**config.mk**
```make
export PLATFORM = sky130hd
export DESIGN_NAME = uart_isr_lcr
export DESIGN_NICKNAME = d
export VERILOG_FILES = /design/src/hw/uart_isr_lcr_pkg.sv /design/src/hw/format_decode.sv /design/src/hw/parity_unit.sv /design/src/hw/uart_isr_lcr.sv
export SDC_FILE = /design/constraint.sdc
export NUM_CORES = 1
export LEC_CHECK = 0
export ABC_AREA = 1
export BUFFER_PORTS_ARGS = -buffer_cell sky130_fd_sc_hd__buf_4
export CORE_UTILIZATION = 40
export DETAILED_ROUTE_END_ITERATION = 7
export PLACE_DENSITY_LB_ADDON = 0.2
export SYNTH_ARGS = -nofsm -noshare
export SYNTH_HDL_FRONTEND = slang
export SYNTH_SLANG_ARGS = --single-unit
```
**constraint.sdc**
```tcl
create_clock -name core_clk -period 4 [get_ports core_clk]
set_clock_uncertainty 0.1 [all_clocks]
set_input_delay 0.8 -clock core_clk [delete_from_list [all_inputs] [get_ports core_clk]]
set_output_delay 0.8 -clock core_clk [all_outputs]
set_load 0.01 [all_outputs]
```
**src/hw/uart_isr_lcr_pkg.sv**
```systemverilog
// Shared constants and types for the interrupt identification and line format block.
// Assumes one core clock and a synchronous active-high reset in every clocked user.
package uart_isr_lcr_pkg;

  // ****************************************************************
  // Register bus
  // ****************************************************************
  localparam int ADDR_W = 3;
  localparam logic [2:0] OFF_IDENT = 3'h2;
  localparam logic [2:0] OFF_FORMAT = 3'h3;
  localparam logic [7:0] IDENT_RESET = 8'h01;
  localparam logic [7:0] FORMAT_RESET = 8'h00;
  localparam logic [7:0] READ_ZERO = 8'h00;

  // ****************************************************************
  // Identification codes, low six bits, and FIFO indication, top two bits
  // ****************************************************************
  localparam logic [5:0] ID_LINE = 6'h06;
  localparam logic [5:0] ID_RXDATA = 6'h04;
  localparam logic [5:0] ID_TIMEOUT = 6'h0c;
  localparam logic [5:0] ID_THR = 6'h02;
  localparam logic [5:0] ID_MODEM = 6'h00;
  localparam logic [5:0] ID_XOFF = 6'h10;
  localparam logic [5:0] ID_FLOW = 6'h20;
  localparam logic [5:0] ID_NONE = 6'h01;
  localparam logic [1:0] FIFO_ON = 2'h3;
  localparam logic [1:0] FIFO_OFF = 2'h0;

  // ****************************************************************
  // Character format
  // ****************************************************************
  localparam logic [3:0] WLEN_BASE = 4'h5;
  localparam logic [2:0] STOP_ONE_HALVES = 3'h2;
  localparam logic [2:0] STOP_ONE_HALF_HALVES = 3'h3;
  localparam logic [2:0] STOP_TWO_HALVES = 3'h4;
  localparam logic [1:0] WLEN_5 = 2'h0;
  localparam int DATA_W = 8;

  // Line format control register layout, bit 7 first
  typedef struct packed {
    logic bank_sel;
    logic brk;
    logic force_par;
    logic even_par;
    logic par_en;
    logic stop_long;
    logic [1:0] wlen;
  } line_format_t;

  // Pending sources offered by the surrounding channel logic
  typedef struct packed {
    logic line_status;
    logic rx_avail;
    logic rx_timeout;
    logic thr_empty;
    logic modem_status;
    logic xoff_seen;
    logic flow_change;
  } irq_src_t;

  // Reported source
  typedef enum logic [2:0] {
    LVL_NONE, LVL_LINE, LVL_RXDATA, LVL_TIMEOUT, LVL_THR, LVL_MODEM, LVL_XOFF, LVL_FLOW
  } irq_level_t;

endpackage : uart_isr_lcr_pkg

```
**src/hw/format_decode.sv**
```systemverilog
// Decodes the character size and stop length from the line format register.
// Assumes the caller registers the results if it needs them stable.
`timescale 1ns/1ns
`default_nettype none
module format_decode (
  // Format in
  input wire uart_isr_lcr_pkg::line_format_t fmt,
  // Decoded fields
  output logic [3:0] data_bits,
  output logic [2:0] stop_halves
);

  // Word length 5 to 8 bits
  assign data_bits = uart_isr_lcr_pkg::WLEN_BASE + {2'h0, fmt.wlen}; // RULE19 RULE21

  // Stop length in half bit times
  always_comb begin
    if (!fmt.stop_long) begin
      stop_halves = uart_isr_lcr_pkg::STOP_ONE_HALVES; // RULE20
    end else if (fmt.wlen == uart_isr_lcr_pkg::WLEN_5) begin
      stop_halves = uart_isr_lcr_pkg::STOP_ONE_HALF_HALVES; // RULE18
    end else begin
      stop_halves = uart_isr_lcr_pkg::STOP_TWO_HALVES; // RULE20
    end
  end

endmodule : format_decode
`default_nettype wire

```
**src/hw/parity_unit.sv**
```systemverilog
// Computes the parity bit for one character under the programmed format.
// Assumes unused high data bits may hold anything; they are masked here.
`timescale 1ns/1ns
`default_nettype none
module parity_unit #(
  parameter int W = 8
) (
  // Character and format
  input wire logic [W-1:0] data,
  input wire logic [3:0] data_bits,
  input wire uart_isr_lcr_pkg::line_format_t fmt,
  // Result
  output logic par_bit
);

  logic [W-1:0] mask;
  logic ones_odd;

  // Keep only the bits of the programmed size
  always_comb begin
    mask = '0;
    for (int i = 0; i < W; i++) begin
      mask[i] = (4'(i) < data_bits);
    end
  end

  assign ones_odd = ^(data & mask);

  // Odd, even or forced parity
  always_comb begin
    if (!fmt.par_en) begin
      par_bit = 1'b0;
    end else if (fmt.force_par) begin
      par_bit = ~fmt.even_par; // RULE17
    end else if (fmt.even_par) begin
      par_bit = ones_odd; // RULE16
    end else begin
      par_bit = ~ones_odd; // RULE16
    end
  end

endmodule : parity_unit
`default_nettype wire

```
**src/hw/uart_isr_lcr.sv**
```systemverilog
// Interrupt identification and line format control for one UART channel.
// Assumes bus strobes are one-cycle pulses synchronous to core_clk.
//
// How it works
// RULE1: Identification read returns the highest of six pending priority levels.
// RULE2: A read clears only the source it reported; lower ones show next.
// RULE3: No source other than the reported one is acknowledged by a read.
// RULE4: Line status is level one, code with bits two and one.
// RULE5: Received data is level two bit two; timeout adds bit three.
// RULE6: Holding register empty reports bit one; modem status reports zeros.
// RULE7: Xoff or special character is level five, bit four.
// RULE8: Flow control change is level six, bit five.
// RULE9: Levels five and six show only with enhanced features enabled.
// RULE10: Xoff bit stays set until matching Xon is received.
// RULE11: Top two bits follow FIFO enable, zero at reset.
// RULE12: Bit zero low while pending, high when idle and at reset.
// RULE13: Format bit seven steers accesses to divisor and enhanced bank.
// RULE14: Format bit six forces the serial output low for break.
// RULE15: Format bit three enables parity generation and checking.
// RULE16: Format bit four selects even when set, odd when clear.
// RULE17: Forced parity gives one when bit four clear, zero when set.
// RULE18: Stop length depends on bit two together with word length.
// RULE19: Bits one and zero set character size both directions.
// RULE20: One stop bit clear; set gives one and half or two.
// RULE21: Size codes zero to three give five to eight bits.
// RULE22: Pending flags are re-evaluated every clock for the next read.
`timescale 1ns/1ns
`default_nettype none
module uart_isr_lcr (
  // Clock and reset
  input wire logic core_clk,
  input wire logic srst,
  // Host register port
  input wire logic cs,
  input wire logic rd_stb,
  input wire logic wr_stb,
  input wire logic [2:0] addr,
  input wire logic [7:0] wr_data,
  output logic [7:0] rd_data,
  output logic rd_valid,
  // Channel status
  input wire logic fifo_enabled,
  input wire logic enhanced_en,
  input wire uart_isr_lcr_pkg::irq_src_t src,
  input wire logic xon_received,
  // Transmit datapath
  input wire logic [7:0] tx_char,
  input wire logic tx_serial_in,
  output logic tx_serial_out,
  output logic tx_parity_bit,
  // Receive datapath
  input wire logic [7:0] rx_char,
  input wire logic rx_parity_in,
  input wire logic rx_char_valid,
  output logic rx_parity_err,
  // Format to the shifters
  output uart_isr_lcr_pkg::line_format_t fmt,
  output logic [3:0] data_bits,
  output logic [2:0] stop_halves,
  output logic bank_sel,
  // Interrupt summary
  output logic irq_pending
);

  // ****************************************************************
  // Declarations
  // ****************************************************************
  uart_isr_lcr_pkg::line_format_t fmt_q;
  uart_isr_lcr_pkg::irq_level_t level;
  logic [5:0] id_code;
  logic [7:0] ident_word;
  logic line_q;
  logic timeout_q;
  logic thr_q;
  logic modem_q;
  logic xoff_q;
  logic flow_q;
  logic rd_ident;
  logic wr_format;
  logic rd_format;
  logic clr_line;
  logic clr_timeout;
  logic clr_thr;
  logic clr_modem;
  logic clr_flow;
  logic any_pending;
  logic [3:0] bits_dec;
  logic [2:0] stop_dec;
  logic tx_par;
  logic rx_par;
  logic [7:0] rd_data_q;
  logic rd_valid_q;
  logic tx_out_q;
  logic tx_par_q;
  logic rx_err_q;
  logic [3:0] data_bits_q;
  logic [2:0] stop_halves_q;
  logic irq_q;

  // ****************************************************************
  // Access decode
  // ****************************************************************

  // Identification sits in the normal bank only
  assign rd_ident = cs && rd_stb && (addr == uart_isr_lcr_pkg::OFF_IDENT) && !fmt_q.bank_sel; // RULE13
  // Format register is reachable in both banks
  assign rd_format = cs && rd_stb && (addr == uart_isr_lcr_pkg::OFF_FORMAT);
  assign wr_format = cs && wr_stb && (addr == uart_isr_lcr_pkg::OFF_FORMAT);

  // ****************************************************************
  // Line format register
  // ****************************************************************

  // Host writes, reset to all zero
  always_ff @(posedge core_clk) begin
    if (srst) begin
      fmt_q <= uart_isr_lcr_pkg::line_format_t'(uart_isr_lcr_pkg::FORMAT_RESET); // RULE13 RULE14 RULE18 RULE19
    end else if (wr_format) begin
      fmt_q <= uart_isr_lcr_pkg::line_format_t'(wr_data); // RULE15 RULE16
    end
  end

  // Size and stop decode
  format_decode u_format_decode (
    .fmt(fmt_q),
    .data_bits(bits_dec),
    .stop_halves(stop_dec)
  );

  // Parity generator for the transmitter
  parity_unit #(
    .W(uart_isr_lcr_pkg::DATA_W)
  ) u_tx_parity (
    .data(tx_char),
    .data_bits(bits_dec),
    .fmt(fmt_q),
    .par_bit(tx_par)
  );

  // Expected parity for the receiver
  parity_unit #(
    .W(uart_isr_lcr_pkg::DATA_W)
  ) u_rx_parity (
    .data(rx_char),
    .data_bits(bits_dec),
    .fmt(fmt_q),
    .par_bit(rx_par)
  );

  // ****************************************************************
  // Transmit and receive format outputs
  // ****************************************************************

  // Break holds the line low, otherwise pass the shifter; idle high at reset
  always_ff @(posedge core_clk) begin
    if (srst) begin
      tx_out_q <= 1'b1;
    end else if (fmt_q.brk) begin
      tx_out_q <= 1'b0; // RULE14
    end else begin
      tx_out_q <= tx_serial_in;
    end
  end

  // Parity bit for the next transmitted character
  always_ff @(posedge core_clk) begin
    if (srst) begin
      tx_par_q <= 1'b0;
    end else begin
      tx_par_q <= tx_par; // RULE15
    end
  end

  // Receive check, only when parity is enabled
  always_ff @(posedge core_clk) begin
    if (srst) begin
      rx_err_q <= 1'b0;
    end else if (rx_char_valid) begin
      rx_err_q <= fmt_q.par_en && (rx_par != rx_parity_in); // RULE15 RULE16 RULE17
    end
  end

  // Registered size and stop length
  always_ff @(posedge core_clk) begin
    if (srst) begin
      data_bits_q <= uart_isr_lcr_pkg::WLEN_BASE;
      stop_halves_q <= uart_isr_lcr_pkg::STOP_ONE_HALVES;
    end else begin
      data_bits_q <= bits_dec; // RULE19
      stop_halves_q <= stop_dec; // RULE18
    end
  end

  // ****************************************************************
  // Sticky pending sources
  // ****************************************************************

  // Read clears only the source being reported
  assign clr_line = rd_ident && (level == uart_isr_lcr_pkg::LVL_LINE); // RULE2 RULE3
  assign clr_timeout = rd_ident && (level == uart_isr_lcr_pkg::LVL_TIMEOUT); // RULE2 RULE3
  assign clr_thr = rd_ident && (level == uart_isr_lcr_pkg::LVL_THR); // RULE2 RULE3
  assign clr_modem = rd_ident && (level == uart_isr_lcr_pkg::LVL_MODEM); // RULE2 RULE3
  assign clr_flow = rd_ident && (level == uart_isr_lcr_pkg::LVL_FLOW); // RULE2 RULE3

  // Line status event, new event beats the clear
  always_ff @(posedge core_clk) begin
    if (srst) begin
      line_q <= 1'b0;
    end else if (src.line_status) begin
      line_q <= 1'b1; // RULE22
    end else if (clr_line) begin
      line_q <= 1'b0;
    end
  end

  // Receive timeout event
  always_ff @(posedge core_clk) begin
    if (srst) begin
      timeout_q <= 1'b0;
    end else if (src.rx_timeout) begin
      timeout_q <= 1'b1; // RULE22
    end else if (clr_timeout) begin
      timeout_q <= 1'b0;
    end
  end

  // Holding register empty event
  always_ff @(posedge core_clk) begin
    if (srst) begin
      thr_q <= 1'b0;
    end else if (src.thr_empty) begin
      thr_q <= 1'b1; // RULE22
    end else if (clr_thr) begin
      thr_q <= 1'b0;
    end
  end

  // Modem status event
  always_ff @(posedge core_clk) begin
    if (srst) begin
      modem_q <= 1'b0;
    end else if (src.modem_status) begin
      modem_q <= 1'b1; // RULE22
    end else if (clr_modem) begin
      modem_q <= 1'b0;
    end
  end

  // Xoff seen, released by Xon only, a read leaves it
  always_ff @(posedge core_clk) begin
    if (srst) begin
      xoff_q <= 1'b0;
    end else if (src.xoff_seen) begin
      xoff_q <= 1'b1;
    end else if (xon_received) begin
      xoff_q <= 1'b0; // RULE10
    end
  end

  // Flow control change event
  always_ff @(posedge core_clk) begin
    if (srst) begin
      flow_q <= 1'b0;
    end else if (src.flow_change) begin
      flow_q <= 1'b1; // RULE22
    end else if (clr_flow) begin
      flow_q <= 1'b0;
    end
  end

  // ****************************************************************
  // Priority selection
  // ****************************************************************

  // Highest pending level, evaluated every clock
  always_comb begin
    if (line_q) begin
      level = uart_isr_lcr_pkg::LVL_LINE; // RULE1
    end else if (src.rx_avail) begin
      level = uart_isr_lcr_pkg::LVL_RXDATA;
    end else if (timeout_q) begin
      level = uart_isr_lcr_pkg::LVL_TIMEOUT;
    end else if (thr_q) begin
      level = uart_isr_lcr_pkg::LVL_THR;
    end else if (modem_q) begin
      level = uart_isr_lcr_pkg::LVL_MODEM;
    end else if (enhanced_en && xoff_q) begin
      level = uart_isr_lcr_pkg::LVL_XOFF; // RULE9
    end else if (enhanced_en && flow_q) begin
      level = uart_isr_lcr_pkg::LVL_FLOW; // RULE9
    end else begin
      level = uart_isr_lcr_pkg::LVL_NONE;
    end
  end

  // Code of the selected level
  always_comb begin
    case (level)
      uart_isr_lcr_pkg::LVL_LINE: id_code = uart_isr_lcr_pkg::ID_LINE; // RULE4
      uart_isr_lcr_pkg::LVL_RXDATA: id_code = uart_isr_lcr_pkg::ID_RXDATA; // RULE5
      uart_isr_lcr_pkg::LVL_TIMEOUT: id_code = uart_isr_lcr_pkg::ID_TIMEOUT; // RULE5
      uart_isr_lcr_pkg::LVL_THR: id_code = uart_isr_lcr_pkg::ID_THR; // RULE6
      uart_isr_lcr_pkg::LVL_MODEM: id_code = uart_isr_lcr_pkg::ID_MODEM; // RULE6
      uart_isr_lcr_pkg::LVL_XOFF: id_code = uart_isr_lcr_pkg::ID_XOFF; // RULE7
      uart_isr_lcr_pkg::LVL_FLOW: id_code = uart_isr_lcr_pkg::ID_FLOW; // RULE8
      default: id_code = uart_isr_lcr_pkg::ID_NONE; // RULE12
    endcase
  end

  assign any_pending = (level != uart_isr_lcr_pkg::LVL_NONE); // RULE12

  // Full identification word with FIFO indication
  assign ident_word = {(fifo_enabled ? uart_isr_lcr_pkg::FIFO_ON : uart_isr_lcr_pkg::FIFO_OFF), id_code}; // RULE11

  // ****************************************************************
  // Read data and outputs
  // ****************************************************************

  // Read capture, unmapped offsets read zero
  always_ff @(posedge core_clk) begin
    if (srst) begin
      rd_data_q <= uart_isr_lcr_pkg::IDENT_RESET; // RULE11 RULE12
    end else if (rd_ident) begin
      rd_data_q <= ident_word; // RULE1
    end else if (rd_format) begin
      rd_data_q <= fmt_q;
    end else if (cs && rd_stb) begin
      rd_data_q <= uart_isr_lcr_pkg::READ_ZERO;
    end
  end

  // Read answer marker
  always_ff @(posedge core_clk) begin
    if (srst) begin
      rd_valid_q <= 1'b0;
    end else begin
      rd_valid_q <= cs && rd_stb;
    end
  end

  // Interrupt summary
  always_ff @(posedge core_clk) begin
    if (srst) begin
      irq_q <= 1'b0;
    end else begin
      irq_q <= any_pending; // RULE22
    end
  end

  // Output wiring
  assign rd_data = rd_data_q;
  assign rd_valid = rd_valid_q;
  assign tx_serial_out = tx_out_q;
  assign tx_parity_bit = tx_par_q;
  assign rx_parity_err = rx_err_q;
  assign fmt = fmt_q;
  assign data_bits = data_bits_q;
  assign stop_halves = stop_halves_q;
  assign bank_sel = fmt_q.bank_sel; // RULE13
  assign irq_pending = irq_q;

endmodule : uart_isr_lcr
`default_nettype wire

```
After elaboration in Yosys (flattened, before gate mapping)
Cells that the tools add are included.
- $add $sub $neg: 1
- multiply operators: 0
- divide/modulo/power cells: 0
- order comparisons: 8
- eq/ne operators: 10
- shifts and indexed selects: 0
- mux-type cells: 31
- bitwise logic cells: 7
- reduce and logical (&&, ||, !) cells: 28
- operators with widths (kind ; number):
    6-bit one-hot mux with 7 select lines ; 1
    3-bit two-way mux ; 8
    8-bit two-way mux ; 3
    1-bit two-way mux ; 18
    8-bit bitwise AND ; 2
    3-bit by 4-bit less-than comparator with 1-bit output, first input constant ; 4
    8-bit parity ; 2
    1-bit logical AND ; 14
    3-bit by 2-bit == test with 1-bit output, second input constant ; 4
    3-bit == test, second input constant ; 4
    2-bit nonzero test ; 6
    1-bit by 4-bit less-than comparator with 1-bit output, first input constant ; 2
    2-bit by 4-bit less-than comparator with 1-bit output, first input constant ; 2
    3-bit nonzero test ; 2
    1-bit inverter ; 5
    3-bit by 2-bit adder with 4-bit output, first input constant ; 1
    2-bit OR reduction ; 2
    3-bit by 1-bit == test with 1-bit output, second input constant ; 1
    2-bit logical NOT ; 1
    2-bit two-way mux ; 1
    1-bit logical NOT ; 1
    1-bit != test ; 1
- register bits: 34
- latch bits: 0
- bits in writable memories: 0
- memory bits (read-only): 0
- input port bits: 45
- output and inout port bits: 29
- memories: 0

Depth between registers and ports, before layout
Gate-level depths: netlist of the first run.
- depth after elaboration: 12
- mapped depth: 14

Cells and area by module
Synthesis of the first run repeated with hierarchy kept, for this count alone.
- cell total of the unflattened synthesis: 346
- area total of the unflattened synthesis: 2069.5 um^2
- by module, submodules not included (module ; instances ; cells an instance ; area each (um^2) ; seq. area each (um^2)):
    uart_isr_lcr ; 1 ; 180 ; 1367.6 ; 680.7
    parity_unit ; 2 ; 77 ; 314.1 ; 0.0
    format_decode ; 1 ; 12 ; 73.8 ; 0.0

Worst setup path after synthesis of the first run
Ideal clock, no wire load.
- path kind: input to register
- start: in cs
- end: reg flow_q
- setup time: 0.128 ns
- data arrival time: 1.510 ns
- setup slack: 2.263 ns
- stages: 9
- cells stage by stage: nand2_2 inv_2 nand4_2 clkinv_2 nand2_2 a21oi_2 nand2_1 a21oi_1 nor2_1
- cells in the longest elaborated chain, start to end: 5
- RTL lines (what ; line ; text):
    start: declaration ; uart_isr_lcr.sv:34 ; input wire logic cs,
    1-bit logical AND (3 in a row) ; uart_isr_lcr.sv:105 ; assign rd_ident = cs && rd_stb && (addr == uart_isr_lcr_pkg::OFF_IDENT) && !fmt_q.bank_sel;
    1-bit logical AND ; uart_isr_lcr.sv:203 ; assign clr_flow = rd_ident && (level == uart_isr_lcr_pkg::LVL_FLOW);
    2-bit nonzero test (no line) ; - ;
    end signal: assignment ; uart_isr_lcr.sv:263 ; flow_q <= 1'b0;
    end signal: assignment ; uart_isr_lcr.sv:265 ; flow_q <= 1'b1;
    end signal: assignment ; uart_isr_lcr.sv:267 ; flow_q <= 1'b0;
    end: declaration ; uart_isr_lcr.sv:77 ; logic flow_q;
No other way between the ends.
A chain may end at the register's enable or synchronous reset.

Final worst setup path of the first run
Same ends and word-level chain as after synthesis.

==> reports/metrics.yaml, run 1 <==
run_status:
  status: "finished, final reports clean"
power:
  seqPwrFrac_pct: 49.7
  power_density_nw_per_um2: 306.3
  ir_drop_mv: 0.1758
  p_total_w: 0.0007255
  pwr-share-clk_pct: 32.2
  switching_share_pct: 26.00
  p_sw_w: 0.0001887
  p_int_w: 0.0005368
  p_comb_share_pct: 18.1
  p_leak_nw: 1.189
finish:
  design_area_um2: 2369
  multi_input_area_um2: 834.6
  seq_area_um2: 680.7
  insertedDiodeCount: 0
  area_delta_synth_final_pct: 38.88
  layout-drive-gt1-share_pct: 32.40
  final_nets: 369
  final_cells: 371
  fill_cells: 407
clocking:
  insertion_delay_ps: 290
  ctsHoldBuffers: 0
  cts_setup_buffers: 0
  root_buffer: "clkbuf_8"
  cts_num_sinks: 34
  path_clk_slew_ps: 70
  h-tree-depth: 2
  cts_buffer_depth: 2
  tritoncts: "yes"
  cts_buffers: 5
  ctsResizeCount: 0
sta:
  setup-tns-final_ps: 0
  hold_ws_ps: 369.4
  rsz0062_at_grt: "no"
  fmax_ghz: 0.5504
  period_needed_ps: 1817
  maxSlewHeadroom_pct: 73.23
  tightest_slew_ps: 401.1
  post-route-period-util_pct: 45.42
  slew_violations: 0
  hold_viol: 0
  setup_viol: 0
grt:
  grt_max_degree: 18
  met2_usage_pct: 30.75
  grt_antenna_before_repair: 0
  grt.busiest_layer: "met2"
  grt_pass1_wl_um: 6341
  grt_use_total_pct: 18.86
  grt_pass1_vias: 1514
  grt_use_met3_pct: 5.236
  gr-total-overflow: 0
  use_met1_pct: 22.93
synth:
  yosysTopAreaCell: "dfxtp_1"
  ys_warn_count: 0
  yosys.cell_types.count: 29
  syn_nets: 294
  synthTopCellsByArea: "dfxtp_1 40%, nand2_1 11%, inv_1 8.4%"
  ys_seq_elements: 34
  synth_edf_count: 0
  synth-main-ff-cell: "dfxtp_1"
  async_flop_share_pct: 0
  ys_seq_area_share_pct: 39.91
  synth_cells: 246
  synthesis.area_um2: 1705
  syn_area_per_cell_um2: 6.932
  synth_top_area_share_pct: 39.91
placed_design:
  hpwl_um: 3161
  dp_cells: 364
  portBuffers: 73
  routabilityCongestion: 0.8193
  place_area_um2: 2292
worst_setup_path:
  path_max_fanout: 11
  crit_slowest_cell: "inv_2"
  crit_chain: "buf_4, nand2_2, inv_2, nand4_2, clkinv_2, nand2_2, a21oi_2, nand2_1, a21oi_1, nor2_1"
  endpoint_kind: "register"
  slowest_delay_ps: 180
  crit_arrival_ps: 1900
  crit_path_frequent_cell: "nand2_2"
  rr_worst_depth: 13
  ff2ff_setup_slack_ps: 2230
  endpoint: "flow_q"
  r2r-end: "tx_parity_bit"
  cp_data_required_time_ps: 4080
  path_class: "in2reg"
  cp-startpoint: "cs"
  start_kind: "input pin"
  r2r_start: "fmt[0]"
route:
  ant_nets: 0
  vias: 1711
  firstDrtPassIters: 4
  wire_per_inst_um: 10.64
  drtIter0Drc: 68
  drcViolationCount: 0
  totalWireLength_um: 3947
  avgViaCountPerCell: 4.612
floorplanning:
  fp.dieArea_um2: 4529
  start_util_pct: 42.03
  num_io_pins: 74
  core_um2: 4058
  dieWidth_um: 67.30
  dieHeight_um: 67.30
  rows: 23
worst_hold_path:
  hp-class: "reg2reg"
flow_run:
  drv_cap: 0
[area by class of cell]
class	instances	area share, %
clock buffers	7	3.222
repair buffers	73	23.14
inverters	44	7.026
well taps	50	2.641
flip-flops and latches	34	28.74
multi-input cells	163	35.24
[registers in the layout (all words and copies together), names as in the netlist, 3 cells and up]
signal       flops
rd_data          8
fmt              7
data_bits        4
stop_halves      3
[cells by family after synthesis]
| group | Yosys count | share of synthesized area, % |
|---|---|---|
| simple gates | 113 | 30.67 |
| buf+inv | 49 | 11.15 |
| compound gates | 42 | 13.06 |
| flops | 34 | 39.91 |
| xor+xnor | 5 | 3.009 |
| fa+ha+maj | 3 | 2.201 |
[power groups by stage]
| stage | Sequential, W | Clock, W | Combinational [W] |
|---|---|---|---|
| 2_1_floorplan | 0.000371 | 0 | 0.0000668 |
| 3_3_place_gp | 0.000369 | 0 | 0.000128 |
| 3_5_place_dp | 0.000368 | 0 | 0.000132 |
| 4_1_cts | 0.000361 | 0.000242 | 0.000132 |
| 5_1_grt | 0.000362 | 0.000252 | 0.000147 |
| 6_report | 0.000361 | 0.000234 | 0.000131 |
[metrics by stage]
| stage | worst slack (ps) | utilization [%] |
|---|---|---|
| 2_1_floorplan | 2263 | - |
| 3_3_place_gp | 1982 | 56.49 |
| 3_5_place_dp | 1922 | 56.49 |
| 4_1_cts | 2174 | 58.37 |
| 5_1_grt | 2021 | 58.37 |
| 6_report | 2183 | 58.37 |
[cell usage in the layout (no fill, tap or decap), types with 2 or more instances in the layout]
cell type,n
a31oi_1,4
clkbuf_8,5
clkbuf_1,2
nand2_1,51
xnor2_1,3
nor2_2,2
nor2_1,30
nor2_4,3
o21ai_0,19
ha_1,3
inv_1,38
nand3_1,13
nand3_2,2
dfxtp_1,34
buf_4,73
inv_2,5
nand2_2,8
a21oi_1,16
[per-layer routing]
layer | vias to the layer above | share of wire, %
met4 | 0 | 1.3
met3 | 6 | 6.9
met1 | 744 | 45
li1 | 907 | -
met2 | 54 | 47
met5 | - | 0
[synthesized netlist by cell type (2+ instances only)]
cell	count
nand2_1	51
inv_1	38
dfxtp_1	34
nor2_1	30
o21ai_0	19
a21oi_1	16
nand3_1	13
nand2_2	8
inv_2	5
a31oi_1	4
ha_1	3
nor2_4	3
xnor2_1	3
clkbuf_1	2
nand3_2	2
nor2_2	2
[worst min path at each step]
stage                       start            end  slack (ps)  depth (start not counted)
floorplan                  fmt[0]   data_bits[0]         350                          1
global placement           fmt[0]   data_bits[0]         360                          1
detailed placement         fmt[0]   data_bits[0]         360                          1
CTS                        fmt[0]   data_bits[0]         380                          1
global route        rx_parity_err  rx_parity_err         400                          2
finish                     fmt[0]   data_bits[0]         370                          1
[worst max-delay path: cells and delay by family]
family                 cells  cell delay (ps)
AO/OA/AOI/OAI              2              260
buffers and inverters      3              380
AND/OR/NAND/NOR            5              450
Note: power is estimated with default switching activity, not from simulation.
==> run 2, diff against run 1 <==
clock period = 1.75 ns   (was 4 ns; I/O delays follow)
==> run 2 against run 1 <==
- via count fell by 1.1%
- final area rose by 2.1%
- worst setup slack worse by 2100 ps
- wire length is 0.38% higher
- first-iteration DRC count is 4.4% higher
- non-clock buffer count up 3
- critical path type is now reg2reg
- highest routed layer unchanged
- core utilization increased by 1.2 points
- global-route usage up 0.69 points
- sequential share of layout area down 0.39 points
==> reports/metrics.yaml, run 2 (same netlist as run 1, synthesis figures left out) <==
run_status:
  status: "finished, final reports clean"  # unchanged
sta:
  fmax_ghz: 0.6141
  post-route-period-util_pct: 93.05
  rsz0062_at_grt: "yes"  # was no
  hold_viol: 0  # unchanged
  maxSlewHeadroom_pct: 80.07  # was 73.23%
  slew_violations: 0  # unchanged
  period_needed_ps: 1628
  tightest_slew_ps: 297.9  # was 401.1 ps
  setup_viol: 0  # unchanged
  setup_slack_ps: 121.6  # was 2183 ps
  hold_ws_ps: 162.0  # was 369.4 ps
power:
  pwr-share-clk_pct: 34.6  # was 32.2%
  power_density_nw_per_um2: 710.9  # was 306.3 nW/µm²
  p_int_w: 0.001273  # was 0.0005368 W
  ir_drop_mv: 0.5869  # was 0.1758 mV
  p_sw_w: 0.0004462  # was 0.0001887 W
  switching_share_pct: 25.95  # was 26.00%
  p_total_w: 0.001719  # was 0.0007255 W
  p_comb_share_pct: 17.6  # was 18.1%
  seqPwrFrac_pct: 47.8  # was 49.7%
  p_leak_nw: 1.212  # was 1.189 nW
worst_setup_path:
  r2r-end: "tx_parity_bit"  # unchanged
  ff2ff_setup_slack_ps: 120  # was 2230 ps
  slowest_delay_ps: 360  # was 180 ps
  crit_slowest_cell: "dfxtp_4"  # was inv_2
  cp_data_required_time_ps: 1880  # was 4080 ps
  cp-startpoint: "fmt[0]"  # was cs
  path_max_fanout: 4  # was 11
  cp_num_buf_inv: 3  # unchanged
  r2r_start: "fmt[0]"  # unchanged
  start_kind: "register"  # was input pin
  crit_arrival_ps: 1760  # was 1900 ps
  cp_top_family: "simple AND/OR/NAND/NOR gates"  # unchanged
  crit_chain: "inv_1, ha_2, inv_2, nand2_2, xor2_2, inv_1, nand2_2, nand2_1, nand2_1, nand3_2, nand2_1, nand2_1, nor2_1"  # was buf_4, nand2_2, inv_2, nand4_2, clkinv_2, nand2_2, a21oi_2, nand2_1, a21oi_1, nor2_1
  crit_path_frequent_cell: "nand2_1"  # was nand2_2
  path_class: "reg2reg"  # was in2reg
  rr_worst_depth: 13  # unchanged
  endpoint_kind: "register"  # unchanged
clocking:
  ctsHoldBuffers: 0  # unchanged
  insertion_delay_ps: 290  # about the same
  cts_buffer_depth: 2  # unchanged
  tritoncts: "yes"  # unchanged
  root_buffer: "clkbuf_8"  # unchanged
  path_clk_slew_ps: 70  # about the same
  h-tree-depth: 2  # unchanged
  cts_num_sinks: 34  # unchanged
  cts_buffers: 5  # unchanged
worst_hold_path:
  hp-class: "in2reg"  # was reg2reg
  min_from: "src[6]"  # was fmt[0]
  hold-path-cell-count: 3  # was 1
  min_to: "line_q"  # was data_bits[0]
route:
  ant_nets: 0  # unchanged
  firstDrtPassIters: 4  # unchanged
  wire_per_inst_um: 10.57  # was 10.64 µm
  totalWireLength_um: 3962  # was 3947 µm
  drtIter0Drc: 71  # was 68
  vias: 1693  # was 1,711
  avgViaCountPerCell: 4.515  # was 4.612
  drcViolationCount: 0  # unchanged
finish:
  area_delta_synth_final_pct: 41.82  # was 38.88%
  final_cells: 375  # was 371
  insertedDiodeCount: 0  # unchanged
  final_common_cell: "buf_4"  # unchanged
  fill_cells: 411  # was 407
  final_nets: 372  # was 369
  layout-drive-gt1-share_pct: 35.38  # was 32.40%
  largest_reg_flops: 8  # unchanged
  final_cell_mix: "76 x buf_4, 50 x nand2_1, 37 x inv_1, 32 x dfxtp_1, 30 x nor2_1"  # was 73 x buf_4, 51 x nand2_1, 38 x inv_1, 34 x dfxtp_1, 30 x nor2_1
placed_design:
  portBuffers: 73  # unchanged
  dpl_worst_slack_ps: 57.86  # was 1922 ps
  routabilityCongestion: 0.7885  # was 0.8193
  dp_cells: 366  # was 364
  hpwl_um: 3082  # was 3161 µm
grt:
  grt_antenna_before_repair: 0  # unchanged
  grt_pass1_vias: 1467  # was 1,514
  gr-total-overflow: 0  # unchanged
  grt_max_degree: 16  # was 18
  grt_pass1_wl_um: 6430  # was 6341 µm
  grt_use_total_pct: 19.55  # was 18.86%
floorplanning:
  fp.dieArea_um2: 4529  # unchanged
  num_io_pins: 74  # unchanged
  rows: 23  # unchanged
  core_um2: 4058  # unchanged
  dieWidth_um: 67.30  # unchanged
  start_util_pct: 42.03  # unchanged
  dieHeight_um: 67.30  # unchanged
flow_run:
  drv_cap: 0  # unchanged
==> run 2: changes by cell type in the layout (fill, tap and decap cells not counted), sizes merged <==
cell and change:
buf +3, clkinv +1
==> run 2: power groups by stage <==
stage	clock network [W]	registers (W)	logic, W
6_report	0.000595	0.000823	0.000302
5_1_grt	0.000651	0.000826	0.000341
4_1_cts	0.000614	0.000824	0.000303
3_5_place_dp	0	0.000841	0.000302
3_3_place_gp	0	0.000841	0.000297
2_1_floorplan	0	0.000847	0.000153
==> run 2: repair_timing <==
item | in CTS | in global routing
gates resized for setup | 0 | 7
endpoints found under the setup margin | 0 | 2
buffers inserted | 0 | 1
==> run 2: worst max path at each step <==
stage	end	cells past startpoint	slack (ps)
after global placement	tx_parity_bit	12	120
after floorplan	tx_parity_bit	12	120
after CTS	tx_parity_bit	13	30
after detailed placement	tx_parity_bit	13	60
after global routing	rx_parity_err	11	-5
final	tx_parity_bit	13	120
==> run 2: through the flow <==
step                      util, %  setup TNS [ps]  area (µm²)
after detailed placement    56.86               0        2307
after global placement      56.86               0        2307
final                       59.61               0        2419
after CTS                   59.11               0        2399
after global routing        59.61          -7.079        2419
after floorplan                 -               0        1705
==> run 2: tightest hold or removal path, cell delays in order <==
cell and delay, ps:
buf_4 80, a21oi_1 30, nor2_1 60
==> run 2: final cells by class <==
class | instances | area, µm² | share of cell area, %
clock buffer | 7 | 86.33 | 3.570
clock inverter | 1 | 5.005 | 0.2069
inverter | 44 | 166.4 | 6.881
multi-input combinational | 163 | 842.1 | 34.82
sequential | 34 | 685.7 | 28.35
tap | 50 | 62.56 | 2.587
timing repair buffer | 76 | 570.5 | 23.59
==> run 2: metal layers <==
| layer | wire, µm | global-route usage, % | part of all wire (%) | vias up |
|---|---|---|---|---|
| met5 | 0 | 0 | 0 | - |
| met4 | 68 | 7.979 | 1.7 | 0 |
| met3 | 289 | 7.264 | 7.3 | 6 |
| met2 | 1812 | 30.38 | 46 | 46 |
| met1 | 1793 | 24.20 | 45 | 725 |
| li1 | - | - | - | 916 |
